$ cat src/design/otfs_pkg.sv
// Constants shared by the overcurrent and thermal fault status block
package otfs_pkg;
   // Command codes of the status bytes on the management bus
   localparam logic [7:0] OTFS_ADDR_OC_THERMAL = 8'hd5;
   localparam logic [7:0] OTFS_ADDR_PERSIST = 8'hd6;
   localparam logic [7:0] OTFS_ADDR_LOC_ONE = 8'hd9;
   localparam logic [7:0] OTFS_ADDR_LOC_TWO = 8'hda;
   // Reset values
   localparam logic [7:0] OTFS_RST_OC_THERMAL = 8'h00;
   localparam logic [7:0] OTFS_RST_PERSIST = 8'h00;
   localparam logic [7:0] OTFS_RST_LOC = 8'h00;
   // Field positions of the overcurrent and thermal byte
   localparam int OTFS_B_OC_ONE = 0;
   localparam int OTFS_B_OC_TWO = 1;
   localparam int OTFS_B_NEG_OC = 2;
   localparam int OTFS_B_CCL = 4;
   localparam int OTFS_B_AVG = 5;
   localparam int OTFS_B_THERMAL = 7;
   // Field positions of the persistent byte
   localparam int OTFS_B_PERSIST_OC_TWO = 2;
   localparam int OTFS_B_PERSIST_NEG_OC = 4;
   // Bits that hold a value; all others are reserved and read zero
   localparam logic [7:0] OTFS_MASK_OC_THERMAL = 8'hb7;
   localparam logic [7:0] OTFS_MASK_PERSIST = 8'h14;
   // Sticky bits of the first byte; the loop-mode bit is live status
   localparam logic [7:0] OTFS_STICKY_OC_THERMAL = 8'ha7;
   // Consecutive cycles a condition may last before it is persistent
   localparam int OTFS_PERSIST_CYCLES = 3;
   localparam logic [2:0] OTFS_PERSIST_CNT = 3'(OTFS_PERSIST_CYCLES);
endpackage : otfs_pkg

$ cat src/design/otfs_status.sv
// Overcurrent and thermal fault status bytes with persistence shutdown
// Operation
// - Level-one overcurrent at any phase sets bit 0
// - Level-one phase recorded in location byte 0xd9
// - Level-two overcurrent at any phase sets bit 1
// - Level-two phase recorded in location byte 0xda
// - Negative overcurrent at any phase sets bit 2
// - Negative overcurrent phase also recorded in 0xd9
// - Bit 4 shows live constant-current loop mode
// - Average current protection fault sets bit 5
// - Thermal shutdown trip sets bit 7
// - Reserved bits always read zero
// - Both bytes host accessible, reset to zero
// - Level-two over three cycles: switches off, bit 2
// - Negative over three cycles: switches off, bit 4
`timescale 1ns/1ns
`default_nettype none
module otfs_status
   import otfs_pkg::*;
#(
   parameter int NUM_PHASES = 6
) (
   input wire logic i_core_clk,
   input wire logic i_rst,
   input wire logic [NUM_PHASES-1:0] i_oc_one_phase,
   input wire logic [NUM_PHASES-1:0] i_oc_two_phase,
   input wire logic [NUM_PHASES-1:0] i_neg_oc_phase,
   input wire logic i_ccl_active,
   input wire logic i_avg_fault,
   input wire logic i_thermal_trip,
   input wire logic [7:0] i_reg_addr,
   input wire logic i_reg_wr,
   input wire logic [7:0] i_reg_wdata,
   input wire logic i_reg_rd,
   output logic [7:0] o_reg_rdata,
   output logic o_reg_rvalid,
   output logic o_switch_off
);
   // Whole state of the block
   typedef struct packed {
      logic [7:0] oc_thermal; // First status byte
      logic [7:0] persist; // Second status byte
      logic [NUM_PHASES-1:0] loc_one; // Phases of level-one or negative events
      logic [NUM_PHASES-1:0] loc_two; // Phases of level-two events
      logic [2:0] cnt_two; // Consecutive level-two cycles
      logic [2:0] cnt_neg; // Consecutive negative cycles
      logic [7:0] rdata; // Read answer
      logic rvalid; // Read answer strobe
      logic switch_off; // Power switch shutdown
   } otfs_state_s;

   otfs_state_s st; // Registered state
   otfs_state_s next_st; // Next state

   // Saturating run length of a condition
   function automatic logic [2:0] otfs_run(input logic cond, input logic [2:0] cnt);
      if (!cond) begin
         return 3'h0;
      end
      return (cnt == OTFS_PERSIST_CNT) ? cnt : 3'(cnt + 3'h1);
   endfunction : otfs_run

   // Write strobe aimed at one command code
   function automatic logic otfs_wr_hit(input logic wr, input logic [7:0] a, input logic [7:0] o);
      return wr && (a == o);
   endfunction : otfs_wr_hit

   logic any_oc_one; // Level-one anywhere
   logic any_oc_two; // Level-two anywhere
   logic any_neg; // Negative anywhere
   logic [7:0] set_oc; // Events into the first byte
   logic [7:0] set_persist; // Events into the second byte
   logic [7:0] clr_oc; // Host clears of the first byte
   logic [7:0] clr_persist; // Host clears of the second byte

   // Event and clear vectors
   always_comb begin
      any_oc_one = |i_oc_one_phase;
      any_oc_two = |i_oc_two_phase;
      any_neg = |i_neg_oc_phase;
      set_oc = 8'h00;
      set_oc[OTFS_B_OC_ONE] = any_oc_one;
      set_oc[OTFS_B_OC_TWO] = any_oc_two;
      set_oc[OTFS_B_NEG_OC] = any_neg;
      set_oc[OTFS_B_AVG] = i_avg_fault;
      set_oc[OTFS_B_THERMAL] = i_thermal_trip;
      set_persist = 8'h00;
      // Flag the fourth consecutive cycle, i.e. more than three
      set_persist[OTFS_B_PERSIST_OC_TWO] = any_oc_two && (st.cnt_two == OTFS_PERSIST_CNT);
      set_persist[OTFS_B_PERSIST_NEG_OC] = any_neg && (st.cnt_neg == OTFS_PERSIST_CNT);
      // Write one to clear; a plain overwrite could set a flag by software
      clr_oc = otfs_wr_hit(i_reg_wr, i_reg_addr, OTFS_ADDR_OC_THERMAL) ? i_reg_wdata : 8'h00;
      clr_persist = otfs_wr_hit(i_reg_wr, i_reg_addr, OTFS_ADDR_PERSIST) ? i_reg_wdata : 8'h00;
   end

   // Next-state logic
   always_comb begin
      next_st = st;
      // Set wins over a clear in the same cycle so no event is lost
      next_st.oc_thermal = ((st.oc_thermal & ~clr_oc) | set_oc) & OTFS_STICKY_OC_THERMAL;
      next_st.oc_thermal[OTFS_B_CCL] = i_ccl_active;
      next_st.persist = ((st.persist & ~clr_persist) | set_persist) & OTFS_MASK_PERSIST;
      // Location bytes clear with their own writes, like the flags
      if (otfs_wr_hit(i_reg_wr, i_reg_addr, OTFS_ADDR_LOC_ONE)) begin
         next_st.loc_one = st.loc_one & ~i_reg_wdata[NUM_PHASES-1:0];
      end
      if (otfs_wr_hit(i_reg_wr, i_reg_addr, OTFS_ADDR_LOC_TWO)) begin
         next_st.loc_two = st.loc_two & ~i_reg_wdata[NUM_PHASES-1:0];
      end
      next_st.loc_one = next_st.loc_one | i_oc_one_phase | i_neg_oc_phase;
      next_st.loc_two = next_st.loc_two | i_oc_two_phase;
      next_st.cnt_two = otfs_run(any_oc_two, st.cnt_two);
      next_st.cnt_neg = otfs_run(any_neg, st.cnt_neg);
      // Switches stay off while either persistent flag is held
      next_st.switch_off = |next_st.persist;
      // Read answer one cycle after the strobe
      next_st.rvalid = i_reg_rd;
      next_st.rdata = st.rdata;
      if (i_reg_rd) begin
         case (i_reg_addr)
            OTFS_ADDR_OC_THERMAL: begin
               next_st.rdata = st.oc_thermal & OTFS_MASK_OC_THERMAL;
            end
            OTFS_ADDR_PERSIST: begin
               next_st.rdata = st.persist & OTFS_MASK_PERSIST;
            end
            OTFS_ADDR_LOC_ONE: begin
               next_st.rdata = 8'(st.loc_one);
            end
            OTFS_ADDR_LOC_TWO: begin
               next_st.rdata = 8'(st.loc_two);
            end
            default: begin
               // Unmapped codes answer zero
               next_st.rdata = 8'h00;
            end
         endcase
      end
   end

   // State register, synchronous reset
   always_ff @(posedge i_core_clk) begin
      if (i_rst) begin
         st.oc_thermal <= OTFS_RST_OC_THERMAL;
         st.persist <= OTFS_RST_PERSIST;
         st.loc_one <= OTFS_RST_LOC[NUM_PHASES-1:0];
         st.loc_two <= OTFS_RST_LOC[NUM_PHASES-1:0];
         st.cnt_two <= 3'h0;
         st.cnt_neg <= 3'h0;
         st.rdata <= 8'h00;
         st.rvalid <= 1'b0;
         st.switch_off <= 1'b0;
      end else begin
         st <= next_st;
      end
   end

   // Outputs straight from flops
   assign o_reg_rdata = st.rdata;
   assign o_reg_rvalid = st.rvalid;
   assign o_switch_off = st.switch_off;
endmodule : otfs_status
`default_nettype wire

$ cat config.mk
export PLATFORM = sky130hd
export DESIGN_NAME = otfs_status
export DESIGN_NICKNAME = d
export VERILOG_FILES = /design/src/design/otfs_pkg.sv /design/src/design/otfs_status.sv
export SDC_FILE = /design/constraint.sdc
export NUM_CORES = 1
export LEC_CHECK = 0
export BUFFER_PORTS_ARGS = -buffer_cell sky130_fd_sc_hd__buf_2
export CORE_UTILIZATION = 54
export DETAILED_ROUTE_END_ITERATION = 8
export GPL_TIMING_DRIVEN = 0
export PLACE_DENSITY = 0.95
export RECOVER_POWER = 100
export SYNTH_ARGS = -nofsm -noshare
export SYNTH_HDL_FRONTEND = slang
export SYNTH_SLANG_ARGS = --single-unit
$ cat constraint.sdc
create_clock -name i_core_clk -period 2.1 [get_ports i_core_clk]
set_input_delay 0.21 -clock i_core_clk [delete_from_list [all_inputs] [get_ports i_core_clk]]
set_output_delay 0.21 -clock i_core_clk [all_outputs]
set_load 0.005 [all_outputs]
# Word level (Yosys, flattened, before mapping)
# Cells that the tools add are included.
# classes
addsub	2
eq_ne	6
n_mux	5
bitwise	14
n_reduce_logical	12
# op_table
operator	n
8-bit == test, second input constant	4
8-bit one-hot mux with 4 select lines	1
6-bit OR	3
6-bit OR reduction	3
6-bit bitwise AND	2
6-bit two-way mux	2
8-bit bitwise AND	1
8-bit two-way mux	1
8-bit NOT	1
8-bit OR	1
3-bit by 1-bit adder with 3-bit output, second input constant	2
3-bit by 2-bit == test with 1-bit output, second input constant	2
1-bit logical AND	6
6-bit NOT	1
2-bit OR reduction	3
5-bit bitwise AND	1
5-bit two-way mux	1
5-bit NOT	1
5-bit OR	1
1-bit NOT	2
# totals
ff_bits	38
input_bits	41
elab_cells	49

# Longest topological paths before layout
# Gate-level depths: netlist of the first run.
# logic_depth
ltp_word	7
ltp_mapped	5
ltp_nobuf	5

# Worst setup path after synthesis of the first run
# No wires, ideal clock.
# synth_path
path_kind	register to register
from	register st[10] (netlist bit)
to	register st (netlist bit o_switch_off)
t_arrival_ps	1061
t_required_ps	1980
path_slack_ps	919
stages_incl_launch_ff	6
n_path_buf	0
period_less_slack_ps	1181
cell_sequence	dfxtp_1 -> ha_1 -> ha_1 -> inv_1 -> o21ai_2 -> or2_1
# synth_via
elab_chain_len	4
# synth_lines
item	line	rtl
from (decl)	otfs_status.sv:52	otfs_state_s st;
from (signal assigned)	otfs_status.sv:154	st <= next_st;
3-bit by 2-bit == test with 1-bit output	otfs_status.sv:90	set_persist[OTFS_B_PERSIST_NEG_OC] = any_neg && (st.cnt_neg == OTFS_PERSIST_CNT);
1-bit logical AND	otfs_status.sv:90	
5-bit OR	otfs_status.sv:102	next_st.persist = ((st.persist & ~clr_persist) | set_persist) & OTFS_MASK_PERSIST;
2-bit OR reduction	otfs_status.sv:115	next_st.switch_off = |next_st.persist;
# No other way between the ends.
# A chain may end at the register's enable or synchronous reset.

# Final worst setup path of the first run
# layout_path
from	input i_reg_addr[5]
to	register st[38] (netlist bit)
# layout_via
elab_chain_len	6
# layout_lines
item	line	rtl
from (decl)	otfs_status.sv:31	input wire logic [7:0] i_reg_addr,
8-bit == test	otfs_status.sv:65	return wr && (a == o);
1-bit logical AND	otfs_status.sv:65	
8-bit two-way mux	otfs_status.sv:92	clr_oc = otfs_wr_hit(i_reg_wr, i_reg_addr, OTFS_ADDR_OC_THERMAL) ? i_reg_wdata : 8'h00;
8-bit NOT	otfs_status.sv:100	next_st.oc_thermal = ((st.oc_thermal & ~clr_oc) | set_oc) & OTFS_STICKY_OC_THERMAL;
8-bit bitwise AND	otfs_status.sv:100	
8-bit OR	otfs_status.sv:100	
# No other way between the ends.

==> results of run 1 <==
-- cell type report --
| cell class | instances | area (sq um) |
|---|---|---|
| Clock buffer | 7 | 45.04 |
| Sequential cell | 35 | 700.7 |
| Buffer | 16 | 92.59 |
| Inverter | 11 | 41.29 |
| Multi-Input combinational cell | 128 | 760.7 |
| Fill cell | 236 | 864.6 |
| Clock inverter | 1 | 5.005 |
| Timing Repair Buffer | 47 | 232.7 |
| Tap cell | 31 | 38.79 |
-- stage by stage --
| stage | total power (W) | std cells | util, % |
|---|---|---|---|
| floorplan | 0.0008947 | 190 | - |
| global placement | 0.0009688 | 268 | 67.52 |
| detailed placement | 0.0009782 | 268 | 67.52 |
| CTS | 0.001315 | 276 | 69.32 |
| global route | 0.001383 | 276 | 68.92 |
| finish | 0.001314 | 276 | 68.92 |
-- where the power goes --
part / switching [W] / internal (W)
combinational: 0.000113 / 0.000101
sequential: 0.0000273 / 0.000720
clock: 0.000222 / 0.000130
-- per-layer routing --
layer / track usage (%) / up-vias / routed length [um]
li1: - / 767 / -
met1: 31.92 / 715 / 1514
met2: 38.99 / 77 / 1660
met3: 7.604 / 6 / 343
met4: 8.711 / 0 / 41
met5: 0 / - / 0
-- placed cells by master, fill, tap and decap left out, types with 4 or more instances in the layout --
cell type  netlist  routed
clkbuf_4         0      10
buf_2            3      47
o21ai_0         18      20
dfxtp_1         35      35
nand2_1         11      11
nor2b_1          5       5
a22oi_1          6       6
a22o_1           7       7
ha_1             4       4
inv_1           11      11
a21oi_1         17      17
clkbuf_1         4      10
nor2_1          20      21
-- state kept, by name, indices dropped and copies added (netlist names) --
register / flops
o_reg_rdata: 7
st: 26
o_reg_rvalid: 1
o_switch_off: 1
-- how the worst min path moves through the flow --
stage                                    to
after floorplan           st[41]$_SDFF_PP0_
after global placement    st[43]$_SDFF_PP0_
after detailed placement  st[43]$_SDFF_PP0_
after CTS                 st[43]$_SDFF_PP0_
after global routing      st[41]$_SDFF_PP0_
final                     st[41]$_SDFF_PP0_
-- worst max-delay path: cells and delay by family --
| kind | cells | cell delay, ns |
|---|---|---|
| AND/OR/NAND/NOR | 2 | 0.53 |
| AO/OA/AOI/OAI | 2 | 0.40 |
| buffers and inverters | 2 | 0.39 |
-- cell families after synthesis --
| kind of cell | after synthesis |
|---|---|
| mux | 2 |
| buf+inv | 27 |
| compound gates | 62 |
| flops | 35 |
| fa+ha+maj | 4 |
| simple gates | 57 |
| other cells | 1 |
| xor+xnor | 2 |
==> impl_results.md, run 1 <==
* Outcome: finished clean
* Core area at 2781 sq um
* Htree depth at 2
* Peak VDD IR at 0.6126 mV
* Crit path largest cell delay at 0.30 ns
* First-pass GRT wire length at 6037 um
* Worst r2r path cells at 5
* Syn Std Cell Area at 1604 sq um
* Post-synth cell types at 36
* Slew HR at 60.00%
* Reg-to-Reg Start: st[10]$_SDFFE_PP0N_
* Slowest CP cell: clkbuf_1
* Die span in x at 56.50 um
* TritonCTS buffer count at 5
* Initial antenna violation count at 0
* Gr usage total at 24.73%
* DRT Wirelength at 3559 um
* Mapped Cells at 190
* Design area at 1917 sq um
* Sequential cell area fraction in the yosys report at 43.68%
* Vias/cell at 5.670
* Slew Viols, Final at 0
* Vias in the first global route at 1383
* WP data required at 2.31 ns
* Flop and latch count out of synthesis at 35
* Starting Density at 57.67%
* DIE AREA at 3192 sq um
* Largest net degree at the start of global routing at 11
* Max-cap violation count at 0
* Fin nets at 289
* R2R setup slack at 0.81 ns
* Most frequent cells after synthesis: 35 x dfxtp_1, 20 x nor2_1, 18 x o21ai_0, 17 x a21oi_1
* Residual DRC at 0
* Wire per inst at 12.89 um
* Hold path cells at 3
* Setup crit end kind: flip-flop
* Crit path capture: st[38]$_SDFF_PP0_
* Cell taking the most area after synthesis: dfxtp_1
* Yosys warning total at 0
* 1st-iter DRT viols at 64
* Fmax at 761.5 MHz
* Crit Path Category: in -> reg
* DP Wirelength at 2693 um
* CTS tree: built
* CTS Hold Bufs at 0
* Worst setup margin at 0.7869 ns
* Minimum period implied by the final worst setup slack at 1.313 ns
* Final setup fails at 0
* Final period utilization at 62.53%
* Crit path launch type: primary input
* Largest family of logic cells by synthesized area: compound AO/OA/AOI/OAI gates
* DR pass1 iterations at 4
* Async set-reset flop share out of synthesis at 0%
* Max Root-Sink Buffers at 2
* Via count at 1565
* Synth area leaders: dfxtp_1 44%, o21ai_0 5.6%, a21oi_1 5.3%, nor2_1 4.7%, a22o_1 3.8%
* Dpl ws at 0.6003 ns
* Cell Chain, Critical Path: buf_2, and4b_1, clkbuf_1, nand2_1, o21ai_0, a31oi_1
* Simple-Gate Fraction of Synth Area at 18.25%
* Die Y at 56.50 um
* Clk Latency, worst-skew pair at 0.35 ns
* Clock Sinks at 35
* Critical Path Source: i_reg_addr[5]
* Layout cells sized above 1 at 25.71%
* R2R Path End: o_switch_off$_SDFF_PP0_
* Final hold vios at 0
* Clock skew at 0.004303 ns
* CP arrival at 1.53 ns
* Worst-path clk slew at 0.10 ns
* Post-CTS Setup Bufs at 0
* Cell Pwr Density at 685.5 nW/um^2
* Synth Flop Type: dfxtp_1
* Hold slack final at 0.06315 ns
* Leakage at 0.8712 nW
* Slew @ Worst Pin at 0.5946 ns
* Compound-Gate Fraction of Synth Area at 23.87%
* Top-count cell post-synth: dfxtp_1
* Total grt overflow at 0
* Min-delay src: i_avg_fault
* Gates resized, CTS repair at 0
* Synth Area in Adders at 3.120%
* Mux contribution to synthesized area at 1.248%
* HP Class: in -> reg
* Clock root cell: clkbuf_4
* IO Pins at 51
* Synth Area in XOR/XNOR at 1.092%
* Diodes inserted at 0
* Synthesized net count at 235
* Post-synth EDFFs at 0
* RSZ-0062 raised after global routing: false
* Port Buffers at 47
* Area growth syn-to-layout at 19.50%
* Post-DRT Antenna Nets at 0
* GP Congestion at 0.8271
* Mean post-synth cell area at 8.442 sq um
* Setup TNS Final at 0 ns
* Placed cell area at 1878 sq um
* Share of the synthesized area in the top cell type at 43.68%
* Row cnt at 19
* Crit-path max FO at 10
Power figures use the tool's default switching activity.
==> inputs of run 2 (changes only) <==
Settings changed: CORE_UTILIZATION 54 to 45, PLACE_DENSITY 0.95 to 0.86.
Clock period 2.1 ns to 1.2 ns, I/O delays scaled along.
==> impl_results.md, run 2 (same netlist as run 1, synthesis figures left out) <==
* Post-DRT Antenna Nets at 0
* Clock root cell: clkbuf_4
* Minimum period implied by the final worst setup slack at 1.144 ns
* DR pass1 iterations at 4
* Fin cells at 296
* 1st-iter DRT viols at 68
* R2R setup slack at 0.06 ns
* Setup TNS Final at 0 ns
* Hold path cells at 3
* Slew @ Worst Pin at 0.5089 ns
* First-pass GRT wire length at 5934 um
* Max-cap violation count at 0
* Final hold vios at 0
* IO Pins at 51
* Crit Path Category: reg -> reg
* Peak VDD IR at 0.8604 mV
* Final setup fails at 0
* R2R Path End: o_switch_off$_SDFF_PP0_
* Cell Chain, Critical Path: ha_2, ha_4, inv_1, o21ai_1, or2_1
* Outcome: finished clean
* Initial antenna violation count at 0
* Multi-input logic area at 807.0 sq um
* WP data required at 1.44 ns
* Via count at 1563
* Storage cell area at 701.9 sq um
* CP arrival at 1.38 ns
* Leakage at 0.8802 nW
* Diodes inserted at 0
* Largest register FFs at 26
* Most common cell after layout, fill and taps aside: buf_2
* Setup crit end kind: flip-flop
* Crit-path max FO at 5
* Min-delay src: i_oc_two_phase[0]
* Fill cell count at 329
* Gr usage total at 21.88%
* DP Wirelength at 2877 um
* Reg with most FFs: st
* Fmax at 874.4 MHz
* Vias/cell at 5.280
* Core area at 3363 sq um
* Slew Viols, Final at 0
* Port Buffers at 47
* Starting Density at 47.69%
* Final Core Density at 60.27%
* Slowest CP cell: dfxtp_1
* Worst-path clk slew at 0.10 ns
* Worst r2r path cells at 5
* Total grt overflow at 0
* Max Root-Sink Buffers at 2
* Clk Latency, worst-skew pair at 0.35 ns
* Layout cells sized above 1 at 27.20%
* Die Y at 61.71 um
* DIE AREA at 3808 sq um
* Row cnt at 21
* Clock skew at 0.009383 ns
* HP Class: in -> reg
* TritonCTS buffer count at 5
* Placed cells at 283
* Wire per inst at 13.02 um
* Fin nets at 294
* WL met3 at 278 um
* Die span in x at 61.71 um
* CP delay by family, top: adder cells
* Cell Pwr Density at 1167 nW/um^2
* Vias in the first global route at 1378
* Met2 WL at 1822 um
* Clock Sinks at 35
* Commonest non-fill, non-tap cells in the layout: 42 x buf_2, 34 x dfxtp_1, 20 x nor2_1
* Area growth syn-to-layout at 26.36%
* Slew HR at 66.07%
* Residual DRC at 0
* Crit path launch type: flip-flop
* Reg-to-Reg Start: st[13]$_SDFFE_PP0N_
* Final period utilization at 95.30%
* Met1 WL at 1683 um
* DRT Wirelength at 3854 um
* Htree depth at 2
* Buf+Inv Stages, Crit Path at 1
* Largest net degree at the start of global routing at 11
* CTS tree: built
* Crit path largest cell delay at 0.34 ns
* GP Congestion at 0.8591
* Worst Hold End: st[16]$_SDFF_PP0_
* Top sig layer: met4
* RSZ-0062 raised after global routing: false
==> run 2: cell count changes in the layout (fill, tap and decap cells not counted), sizes merged <==
cell | before | now
clkbuf | 20 | 23
buf | 50 | 48
dlygate4sd3 | 0 | 4
==> run 2: metrics by stage <==
step	cell area, sq um	setup WS (ns)	power (W)	hold WS [ns]
after floorplan	1604	0.01880	0.001566	0.2374
after global placement	1897	-0.1719	0.001698	0.3265
after detailed placement	1897	-0.1664	0.001722	0.3362
after CTS	1994	0.01608	0.002343	0.004043
after global routing	2027	0.007400	0.002508	0.003309
final	2027	0.05639	0.002365	0.006381
==> run 2: how the worst max path moves through the flow <==
stage / startpoint / cells past startpoint / endpoint
4_1_cts: st[13]$_SDFFE_PP0N_ / 5 / o_switch_off$_SDFF_PP0_
3_5_place_dp: i_reg_addr[5] / 6 / st[25]$_SDFF_PP0_
6_report: st[13]$_SDFFE_PP0N_ / 5 / o_switch_off$_SDFF_PP0_
3_3_place_gp: i_reg_addr[5] / 6 / st[38]$_SDFF_PP0_
2_1_floorplan: st[10]$_SDFFE_PP0N_ / 5 / o_switch_off$_SDFF_PP0_
5_1_grt: st[13]$_SDFFE_PP0N_ / 5 / o_switch_off$_SDFF_PP0_
==> run 2: area by class of cell <==
class                   count  area share, %
inverters                  11          2.037
well taps                  46          2.840
flip-flops and latches     35          34.63
clock buffers               7          2.222
clock inverters             1         0.2469
multi-input cells         128          39.81
repair buffers             52          13.52
plain buffers              16          4.691
==> run 2: timing repair <==
item | 4_1_cts | 5_1_grt
buffers inserted | 0 | 1
endpoints found under the hold margin | 3 | 1
hold buffers | 3 | 1
resized for setup | 4 | 4
setup endpoints to repair | 1 | 2
==> run 2: worst min-delay path, cell delays in order <==
cell     delay (ns)
buf_2          0.11
inv_1          0.04
a21oi_1        0.05
==> run 2: power by group <==
group	switching, W	total (W)	internal [W]
Clock	0.000383	0.000611	0.000228
Sequential	0.0000567	0.00132	0.00126
Combinational	0.000220	0.000436	0.000216
Total	0.000660	0.00237	0.00171
==> run 2: per-layer routing <==
metal  track usage (%)  up-vias
met5                 0        -
met1             27.44      709
met4             9.206        0
li1                  -      783
met3             6.418        7
met2             35.18       64
